==> config.mk <==
export PLATFORM = sky130hd
export DESIGN_NAME = remap_input_select_lock
export DESIGN_NICKNAME = d
export VERILOG_FILES = /design/src/verilog/remap_pkg.sv /design/src/verilog/route_pick.sv /design/src/verilog/remap_input_select_lock.sv
export SDC_FILE = /design/constraint.sdc
export NUM_CORES = 1
export LEC_CHECK = 0
export ABC_CLOCK_PERIOD_IN_PS = 4200
export BUFFER_PORTS_ARGS = -buffer_cell sky130_fd_sc_hd__buf_2
export CORE_MARGIN = 2
export CORE_UTILIZATION = 51
export DETAILED_ROUTE_END_ITERATION = 10
export HOLD_SLACK_MARGIN = 0.1
export PLACE_DENSITY = 0.7
export SLEW_MARGIN = 5
export SYNTH_ARGS = -nofsm -noshare
export SYNTH_HDL_FRONTEND = slang
export SYNTH_SLANG_ARGS = --single-unit
export TNS_END_PERCENT = 1
==> constraint.sdc <==
create_clock -name ref_clk -period 4.2 [get_ports ref_clk]
set_input_delay 0.42 -clock ref_clk [delete_from_list [all_inputs] [get_ports ref_clk]]
set_output_delay 0.42 -clock ref_clk [all_outputs]
set_load 0.005 [all_outputs]
==> src/verilog/remap_pkg.sv <==
// shared constants for the pin remap and routing lock block
package remap_pkg;
  localparam int ADDR_W        = 6;
  localparam int DATA_W        = 16;
  localparam int SEL_W         = 5;
  localparam int PIN_COUNT     = 16;
  localparam int IN_REG_COUNT  = 13;
  localparam int OUT_REG_COUNT = 8;
  localparam int PERIPH_IN_COUNT  = 6;
  localparam int PERIPH_OUT_COUNT = 8;

  // register word addresses
  localparam logic [ADDR_W-1:0] IN_ROUTE_BASE       = 6'h00;
  localparam logic [ADDR_W-1:0] OUT_ROUTE_BASE      = 6'h10;
  localparam logic [ADDR_W-1:0] OSC_CONTROL_ADDR    = 6'h20;
  localparam logic [ADDR_W-1:0] EXT_IRQ1_ROUTE_IDX  = 6'h00;
  localparam logic [ADDR_W-1:0] EXT_IRQ2_ROUTE_IDX  = 6'h01;
  localparam logic [ADDR_W-1:0] TIMER_CLK_ROUTE_IDX = 6'h03;
  localparam logic [ADDR_W-1:0] CAPTURE_ROUTE_IDX   = 6'h07;

  // field positions and implemented-bit masks
  localparam int LO_FIELD_LSB = 0;
  localparam int HI_FIELD_LSB = 8;
  localparam int LOCK_BIT     = 6;
  localparam logic [DATA_W-1:0] MASK_NONE = 16'h0000;
  localparam logic [DATA_W-1:0] MASK_HI   = 16'h1F00;
  localparam logic [DATA_W-1:0] MASK_LO   = 16'h001F;
  localparam logic [DATA_W-1:0] MASK_BOTH = 16'h1F1F;

  // reset values
  localparam logic [DATA_W-1:0] ROUTE_RESET = 16'h0000;
  localparam logic              LOCK_RESET  = 1'b0;

  // unlock keys, written to the low byte of osc_control_reg
  localparam logic [7:0] KEY_FIRST  = 8'h46;
  localparam logic [7:0] KEY_SECOND = 8'h57;

  // selection codes
  localparam logic [SEL_W-1:0] SEL_GROUND = 5'h1F;
  localparam logic [SEL_W-1:0] SEL_PIN_MAX = 5'h0F;
  localparam logic [SEL_W-1:0] OUT_NULL   = 5'h00;
  localparam logic [SEL_W-1:0] OUT_UART_TX  = 5'h03;
  localparam logic [SEL_W-1:0] OUT_UART_RTS = 5'h04;
  localparam logic [SEL_W-1:0] OUT_SPI_DO   = 5'h07;
  localparam logic [SEL_W-1:0] OUT_SPI_CLK  = 5'h08;
  localparam logic [SEL_W-1:0] OUT_SPI_SS   = 5'h09;
  localparam logic [SEL_W-1:0] OUT_CMP1     = 5'h12;
  localparam logic [SEL_W-1:0] OUT_CMP2     = 5'h13;
  localparam logic [SEL_W-1:0] OUT_QEI_DIR  = 5'h1A;

  // unlock sequencer states
  typedef enum logic [2:0] {
    SEQ_IDLE  = 3'b001,
    SEQ_KEY1  = 3'b010,
    SEQ_ARMED = 3'b100
  } unlock_state_t;
endpackage

==> src/verilog/route_pick.sv <==
// one input routing selector: sixteen pins or a tied-low level
`timescale 1ns/1ns
module route_pick (
  input  wire logic [remap_pkg::PIN_COUNT-1:0] pinLevel,
  input  wire logic [remap_pkg::PIN_COUNT-1:0] analogSel,
  input  wire logic [remap_pkg::SEL_W-1:0]     pinSel,
  output logic                                 pickOut
);
  import remap_pkg::*;

  logic [3:0] pinIdx;

  assign pinIdx = pinSel[3:0];

  always_comb begin
    pickOut = 1'b0;
    if (pinSel <= SEL_PIN_MAX) begin
      // analog pins stay analog; digital path sees low [RL10]
      pickOut = pinLevel[pinIdx] & ~analogSel[pinIdx]; // [RL7]
    end else if (pinSel == SEL_GROUND) begin
      pickOut = 1'b0; // [RL7]
    end else begin
      // unassigned codes behave as tied low
      pickOut = 1'b0;
    end
  end
endmodule

==> src/verilog/remap_input_select_lock.sv <==
// peripheral pin remapping with key-protected routing lock
//
// Notes on behaviour
// [RL1] all input and output routing registers reset to zero
// [RL2] routing lock comes out of reset unlocked
// [RL3] software should lock routing after configuring it
// [RL4] software issues the key writes back to back, tightly
// [RL5] routing registers take writes only while unlocked
// [RL6] bank holds 13 input and 8 output routing registers
// [RL7] select codes 0 to 15 pick that pin; 31 ties the input low
// [RL8] routing leaves pin direction alone; mapped output reaches shared inputs
// [RL9] routing never enables a peripheral
// [RL10] routing never turns an analog pin digital
// [RL11] software parks unused inputs and gives spare pins the null output
// [RL12] external interrupt 1 select in bits 12-8, rest reads zero
// [RL13] external interrupt 2 select in bits 4-0, rest reads zero
// [RL14] timer 3 clock select bits 12-8, timer 2 clock select bits 4-0
// [RL15] capture 2 select bits 12-8, capture 1 select bits 4-0
// [RL16] lock changes only after keys 46h then 57h then one write
// [RL17] locked writes complete on the bus but change nothing
// [RL18] output code zero leaves the pin on its default port function
`timescale 1ns/1ns
module remap_input_select_lock (
  input  wire logic                                  ref_clk,
  input  wire logic                                  rst_n,
  input  wire logic [remap_pkg::ADDR_W-1:0]          regAddr,
  input  wire logic [remap_pkg::DATA_W-1:0]          regWrData,
  input  wire logic                                  regWr,
  input  wire logic                                  regRd,
  output logic      [remap_pkg::DATA_W-1:0]          regRdData,
  input  wire logic [remap_pkg::PIN_COUNT-1:0]       rpPinIn,
  input  wire logic [remap_pkg::PIN_COUNT-1:0]       analogSel,
  input  wire logic [remap_pkg::PIN_COUNT-1:0]       defaultPortOut,
  input  wire logic [remap_pkg::PIN_COUNT-1:0]       defaultPortOeN,
  input  wire logic                                  uartTx,
  input  wire logic                                  uartRts,
  input  wire logic                                  spiDataOut,
  input  wire logic                                  spiClkOut,
  input  wire logic                                  spiSelOut,
  input  wire logic                                  cmp1Out,
  input  wire logic                                  cmp2Out,
  input  wire logic                                  qeiDirOut,
  output logic      [remap_pkg::PIN_COUNT-1:0]       rpPinOut,
  output logic      [remap_pkg::PIN_COUNT-1:0]       rpPinOeN,
  output logic                                       extIrq1In,
  output logic                                       extIrq2In,
  output logic                                       tmr2ClkIn,
  output logic                                       tmr3ClkIn,
  output logic                                       cap1In,
  output logic                                       cap2In,
  output logic                                       routeLocked
);
  import remap_pkg::*;

  // register storage
  logic [DATA_W-1:0] inRoute_reg  [IN_REG_COUNT];
  logic [DATA_W-1:0] outRoute_reg [OUT_REG_COUNT];
  logic              lock_reg;
  unlock_state_t     seq_reg;
  unlock_state_t     seq_next;
  logic [DATA_W-1:0] rdData_reg;
  logic [DATA_W-1:0] rdData_next;

  // pad synchroniser
  logic [PIN_COUNT-1:0] pinMeta_reg;
  logic [PIN_COUNT-1:0] pinSync_reg;

  // decode
  logic              oscWr;
  logic              inHit;
  logic              outHit;
  logic [ADDR_W-1:0] inIdx;
  logic [ADDR_W-1:0] outIdx;
  logic              routeWrEn;

  // routing paths
  logic [SEL_W-1:0]            periphSel  [PERIPH_IN_COUNT];
  logic [PERIPH_IN_COUNT-1:0]  periphPick;
  logic [PERIPH_IN_COUNT-1:0]  periphIn_reg;
  logic [PERIPH_OUT_COUNT-1:0] periphOutVec;
  logic [PIN_COUNT-1:0]        pinOut_next;
  logic [PIN_COUNT-1:0]        pinOut_reg;
  logic [PIN_COUNT-1:0]        pinOeN_reg;

  // implemented bits of each input routing slot; excluded slots read zero
  function automatic logic [DATA_W-1:0] inMask(input logic [ADDR_W-1:0] idx);
    logic [DATA_W-1:0] m;
    m = MASK_NONE;
    if (idx == EXT_IRQ1_ROUTE_IDX) begin
      m = MASK_HI; // [RL12]
    end else if (idx == EXT_IRQ2_ROUTE_IDX) begin
      m = MASK_LO; // [RL13]
    end else if (idx == TIMER_CLK_ROUTE_IDX) begin
      m = MASK_BOTH; // [RL14]
    end else if (idx == CAPTURE_ROUTE_IDX) begin
      m = MASK_BOTH; // [RL15]
    end
    return m;
  endfunction

  // peripheral output chosen by a pin's output selection code
  function automatic logic [1:0] outPick(input logic [SEL_W-1:0] code,
                                         input logic [PERIPH_OUT_COUNT-1:0] vec);
    logic [1:0] r;
    r = 2'b00;
    case (code)
      OUT_UART_TX:  r = {1'b1, vec[0]};
      OUT_UART_RTS: r = {1'b1, vec[1]};
      OUT_SPI_DO:   r = {1'b1, vec[2]};
      OUT_SPI_CLK:  r = {1'b1, vec[3]};
      OUT_SPI_SS:   r = {1'b1, vec[4]};
      OUT_CMP1:     r = {1'b1, vec[5]};
      OUT_CMP2:     r = {1'b1, vec[6]};
      OUT_QEI_DIR:  r = {1'b1, vec[7]};
      default:      r = 2'b00;
    endcase
    return r;
  endfunction

  // address decode
  assign inIdx  = regAddr - IN_ROUTE_BASE;
  assign outIdx = regAddr - OUT_ROUTE_BASE;

  always_comb begin
    oscWr  = 1'b0;
    inHit  = 1'b0;
    outHit = 1'b0;
    if (regAddr == OSC_CONTROL_ADDR) begin
      oscWr = regWr;
    end else if (regAddr >= IN_ROUTE_BASE &&
                 regAddr < IN_ROUTE_BASE + ADDR_W'(IN_REG_COUNT)) begin
      inHit = 1'b1; // [RL6]
    end else if (regAddr >= OUT_ROUTE_BASE &&
                 regAddr < OUT_ROUTE_BASE + ADDR_W'(OUT_REG_COUNT)) begin
      outHit = 1'b1; // [RL6]
    end
  end

  // locked writes are accepted on the bus but dropped here
  assign routeWrEn = regWr & ~lock_reg; // [RL5] [RL17]

  // input routing registers
  generate
    for (genvar i = 0; i < IN_REG_COUNT; i++) begin : g_inRoute
      always_ff @(posedge ref_clk or negedge rst_n) begin
        if (!rst_n) begin
          inRoute_reg[i] <= ROUTE_RESET; // [RL1]
        end else if (routeWrEn && inHit && inIdx == ADDR_W'(i)) begin
          inRoute_reg[i] <= regWrData & inMask(ADDR_W'(i)); // [RL5]
        end
      end
    end
  endgenerate

  // output routing registers, two pins per register
  generate
    for (genvar j = 0; j < OUT_REG_COUNT; j++) begin : g_outRoute
      always_ff @(posedge ref_clk or negedge rst_n) begin
        if (!rst_n) begin
          outRoute_reg[j] <= ROUTE_RESET; // [RL1]
        end else if (routeWrEn && outHit && outIdx == ADDR_W'(j)) begin
          outRoute_reg[j] <= regWrData & MASK_BOTH; // [RL5]
        end
      end
    end
  endgenerate

  // unlock sequencer: keys must land on consecutive cycles, since any
  // gap would let stray code slip between them
  always_comb begin
    seq_next = SEQ_IDLE;
    case (seq_reg)
      SEQ_IDLE: begin
        if (oscWr && regWrData[7:0] == KEY_FIRST) begin
          seq_next = SEQ_KEY1; // [RL16]
        end
      end
      SEQ_KEY1: begin
        if (oscWr && regWrData[7:0] == KEY_SECOND) begin
          seq_next = SEQ_ARMED; // [RL16] [RL4]
        end else if (oscWr && regWrData[7:0] == KEY_FIRST) begin
          seq_next = SEQ_KEY1;
        end
      end
      SEQ_ARMED: begin
        seq_next = SEQ_IDLE;
      end
      default: begin
        seq_next = SEQ_IDLE;
      end
    endcase
  end

  always_ff @(posedge ref_clk or negedge rst_n) begin
    if (!rst_n) begin
      seq_reg <= SEQ_IDLE;
    end else begin
      seq_reg <= seq_next;
    end
  end

  // lock bit: only the write right after both keys touches it
  always_ff @(posedge ref_clk or negedge rst_n) begin
    if (!rst_n) begin
      lock_reg <= LOCK_RESET; // [RL2]
    end else if (seq_reg == SEQ_ARMED && oscWr) begin
      lock_reg <= regWrData[LOCK_BIT]; // [RL16]
    end
  end

  assign routeLocked = lock_reg;

  // read data, valid the cycle after the strobe only
  always_comb begin
    rdData_next = '0;
    if (regRd) begin
      if (regAddr == OSC_CONTROL_ADDR) begin
        rdData_next[LOCK_BIT] = lock_reg;
      end else if (inHit) begin
        rdData_next = inRoute_reg[inIdx[3:0]] & inMask(inIdx); // [RL12] [RL13]
      end else if (outHit) begin
        rdData_next = outRoute_reg[outIdx[2:0]];
      end
    end
  end

  always_ff @(posedge ref_clk or negedge rst_n) begin
    if (!rst_n) begin
      rdData_reg <= '0;
    end else begin
      rdData_reg <= rdData_next;
    end
  end

  assign regRdData = rdData_reg;

  // pads come from outside the clock domain
  always_ff @(posedge ref_clk or negedge rst_n) begin
    if (!rst_n) begin
      pinMeta_reg <= '0;
      pinSync_reg <= '0;
    end else begin
      pinMeta_reg <= rpPinIn;
      pinSync_reg <= pinMeta_reg;
    end
  end

  // selection fields of the routed peripheral inputs
  assign periphSel[0] = inRoute_reg[EXT_IRQ1_ROUTE_IDX[3:0]][HI_FIELD_LSB +: SEL_W];  // [RL12]
  assign periphSel[1] = inRoute_reg[EXT_IRQ2_ROUTE_IDX[3:0]][LO_FIELD_LSB +: SEL_W];  // [RL13]
  assign periphSel[2] = inRoute_reg[TIMER_CLK_ROUTE_IDX[3:0]][LO_FIELD_LSB +: SEL_W]; // [RL14]
  assign periphSel[3] = inRoute_reg[TIMER_CLK_ROUTE_IDX[3:0]][HI_FIELD_LSB +: SEL_W]; // [RL14]
  assign periphSel[4] = inRoute_reg[CAPTURE_ROUTE_IDX[3:0]][LO_FIELD_LSB +: SEL_W];   // [RL15]
  assign periphSel[5] = inRoute_reg[CAPTURE_ROUTE_IDX[3:0]][HI_FIELD_LSB +: SEL_W];   // [RL15]

  generate
    for (genvar k = 0; k < PERIPH_IN_COUNT; k++) begin : g_pick
      route_pick u_pick (
        .pinLevel  (pinSync_reg),
        .analogSel (analogSel),
        .pinSel    (periphSel[k]),
        .pickOut   (periphPick[k])
      );
    end
  endgenerate

  // routed levels only; no enable ever goes to the peripherals [RL9]
  always_ff @(posedge ref_clk or negedge rst_n) begin
    if (!rst_n) begin
      periphIn_reg <= '0;
    end else begin
      periphIn_reg <= periphPick; // [RL7]
    end
  end

  assign extIrq1In = periphIn_reg[0];
  assign extIrq2In = periphIn_reg[1];
  assign tmr2ClkIn = periphIn_reg[2];
  assign tmr3ClkIn = periphIn_reg[3];
  assign cap1In    = periphIn_reg[4];
  assign cap2In    = periphIn_reg[5];

  assign periphOutVec = {qeiDirOut, cmp2Out, cmp1Out, spiSelOut,
                         spiClkOut, spiDataOut, uartRts, uartTx};

  // output side: the port keeps its own direction; only the driven level
  // is swapped, so a mapped output also loops back into shared inputs
  generate
    for (genvar p = 0; p < PIN_COUNT; p++) begin : g_pinOut
      logic [SEL_W-1:0] code;
      logic [1:0]       pick;
      assign code = outRoute_reg[p / 2][((p % 2) * HI_FIELD_LSB) +: SEL_W];
      assign pick = outPick(code, periphOutVec);
      // null and unassigned codes fall back to the default port level
      assign pinOut_next[p] = pick[1] ? pick[0] : defaultPortOut[p]; // [RL18] [RL8]
    end
  endgenerate

  always_ff @(posedge ref_clk or negedge rst_n) begin
    if (!rst_n) begin
      pinOut_reg <= '0;
      pinOeN_reg <= '1;
    end else begin
      pinOut_reg <= pinOut_next;
      // direction and analog state come straight from the port [RL8] [RL10]
      pinOeN_reg <= defaultPortOeN;
    end
  end

  assign rpPinOut = pinOut_reg;
  assign rpPinOeN = pinOeN_reg;
endmodule

==> qor.yml <==
layout:
  final_area_um2: 12700
  largest_reg_flops: 80
  instances_no_fill: 1371
  final_net_count: 1179
  final_util_pct: 60.3
  drive_above_1_share_pct: 34.0
  syn2layout_area_growth_pct: 15.8
timing:
  finalSetupViolCount: 0
  whs_ns: 0.105
  fin_worst_skew_ns: 0.0133
  rsz0062_at_grt: "false"
  setup_ws_ns: 1.82
  setup_tns_ns: 0
  maxSlewViolCount: 0
  hold_viol: 0
  slew_headroom_pct: 38.0
  period_minus_slack_ns: 2.38
  post-route-period-util_pct: 56.6
  max_freq_mhz: 420
  tightest_slew_ns: 0.930
yosys:
  synthFlopType: "dfrtp_1"
  avgSynthCellArea_um2: 11.4
  synth-edff-count: 0
  synth_top_area_share_pct: 40.7
  ys_ff_latch: 195
  syn_inst: 960
  synth_area_leader_cell: "dfrtp_1"
  synth.area.top_cells: "dfrtp_1 41%, mux2_2 12%, mux4_2 6.6%"
  yosysSeqAreaShare_pct: 44.8
  synth.distinct_cells: 71
  syn_area_um2: 10900
  async_flop_share_pct: 100
  yosysWarnings: 0
cts:
  cts_tree: "done"
  cts.reportedPaths.clkPinSlew_ns: 0.08
  cts.sink_count: 195
  cts-root-buf: "clkbuf_16"
  cts-buffers-inserted: 17
  cts_resized: 0
  cts_hold_buf: 32
  cts_max_level: 4
  cts_setup_buffers: 0
  clkLatencyLatePin_ns: 0.45
  clock_path_buffers: 2
die:
  coreArea_um2: 21000
  dieArea_um2: 22600
  fp.dieW_um: 150
  initial_core_util_pct: 52.0
  rows: 53
  fp.dieH_um: 150
  io_pins: 153
placement:
  port_buffers: 144
  dp_hpwl_um: 19600
  dp.cells: 1305
  place_ws_ns: 1.40
  place_area_um2: 11700
  gp_congestion: 0.918
detailed_routing:
  dr.pass1.iters: 5
  wl_um: 29700
  ant_nets: 0
  wl_per_cell_um: 21.7
  drt_iter0_drc: 699
  drc: 0
  vias: 8674
  via_per_inst: 6.33
pwr:
  p_sw_share_pct: 31.1
  switching_power_mw: 1.51
  power_frac_comb_pct: 17.6
  fin_total_pwr_mw: 4.85
  p_leak_nw: 5.42
  internal_power_mw: 3.34
  clkPwrFrac_pct: 34.0
  p_per_area_nw_per_um2: 383
  vdd_drop_max_v: 0.000247
  seq_power_share_pct: 48.4
global_routing:
  overflow: 0
  grt_use_total_pct: 27.0
  grt_max_degree: 111
  grt_pass1_vias: 8283
  grt_pass1_wl_um: 46300
  antenna_found_initial: 2
hold_path:
  min-delay-path-class: "input pin to asynchronous set/reset pin"
status:
  status: "completed"
worst_setup_path:
  cp.required_ns: 4.53
  crit_arrival_ns: 2.71
  start_kind: "input pin"
  crit_fanout: 27
  r2r_slack_ns: 1.85
  cp-end-kind: "flip-flop"
  critPathKind: "input pin to flip-flop"
job:
  max-cap-violations: 0
-- layer usage --
layer	global-route usage, %	part of all wire (%)	vias to the layer above
li1	-	-	3889
met1	39.0	44	4372
met2	40.1	46	365
met3	5.64	7.5	48
met4	10.6	3.2	0
met5	0	0	-
-- cell usage in the layout (no fill, tap or decap), types with 17 or more instances in the layout --
cell           netlist  final
a21oi_1             22     22
buf_2                5    143
clkbuf_16            0     17
dfrtp_1            178    178
dfstp_2             17     17
dlygate4sd3_1        0     32
inv_1               29     29
mux2_2             121    121
mux2i_1             40     40
mux4_2              32     32
nand2_1             33     33
nand2b_1            20     20
nand3b_1            27     27
nor2_1              31     31
nor2b_1             43     43
nor3b_1             22     22
o21ai_0             24     24
-- Yosys cell counts (all sizes together), types with 15 or more instances --
cell type and count:
a21oi 22, buf 16, clkbuf 68, dfrtp 178
dfstp 17, inv 29, mux2 122, mux2i 40
mux4 32, nand2 33, nand2b 21, nand3 15
nand3b 27, nor2 33, nor2b 43, nor3b 22
o21ai 24, o22ai 15
-- cell families after synthesis --
family / after synthesis / share of synthesized area, %
compound gates: 199 / 13.6
buf+inv: 113 / 4.14
flops: 195 / 44.8
mux: 194 / 22.8
other cells: 1 / 0.0343
simple gates: 258 / 14.6
-- area by class of cell --
cell class	count	area (um^2)
repair buffers	182	1090
clock inverters	15	186
well taps	275	344
inverters	29	109
diodes	2	5.00
multi-input cells	656	5600
clock buffers	17	425
fillers	1704	8360
flip-flops and latches	195	4900
-- worst paths after layout --
| check | from | end | cells after the start |
|---|---|---|---|
| max reg2reg | routeLocked | g_pinOut[3].code[3] | 4 |
| min | rst_n | g_pinOut[8].code[4] | 1 |
| min reg2reg | pinMeta_reg[8] | pinSync_reg[8] | 0 |
| max in group asynchronous | rst_n | g_pinOut[2].code[1] | 2 |
| min in group ref_clk | defaultPortOut[1] | rpPinOut[1] | 2 |
| max | regAddr[0] | inRoute_reg[176] | 5 |
-- power by group through the flow --
| stage | Combinational (mW) | Clock, mW | Sequential, mW |
|---|---|---|---|
| finish | 0.852 | 1.65 | 2.35 |
| global route | 0.935 | 1.75 | 2.38 |
| CTS | 0.851 | 1.68 | 2.34 |
| detailed placement | 0.822 | 0 | 2.37 |
| global placement | 0.801 | 0 | 2.36 |
| floorplan | 0.650 | 0 | 2.22 |
-- critical path: stages --
cell      delay (ns)
buf_2           0.62
nand2b_1        0.22
nor3_1          0.68
nand2_1         0.36
mux2_2          0.37
(Power assumes the default switching activity.)
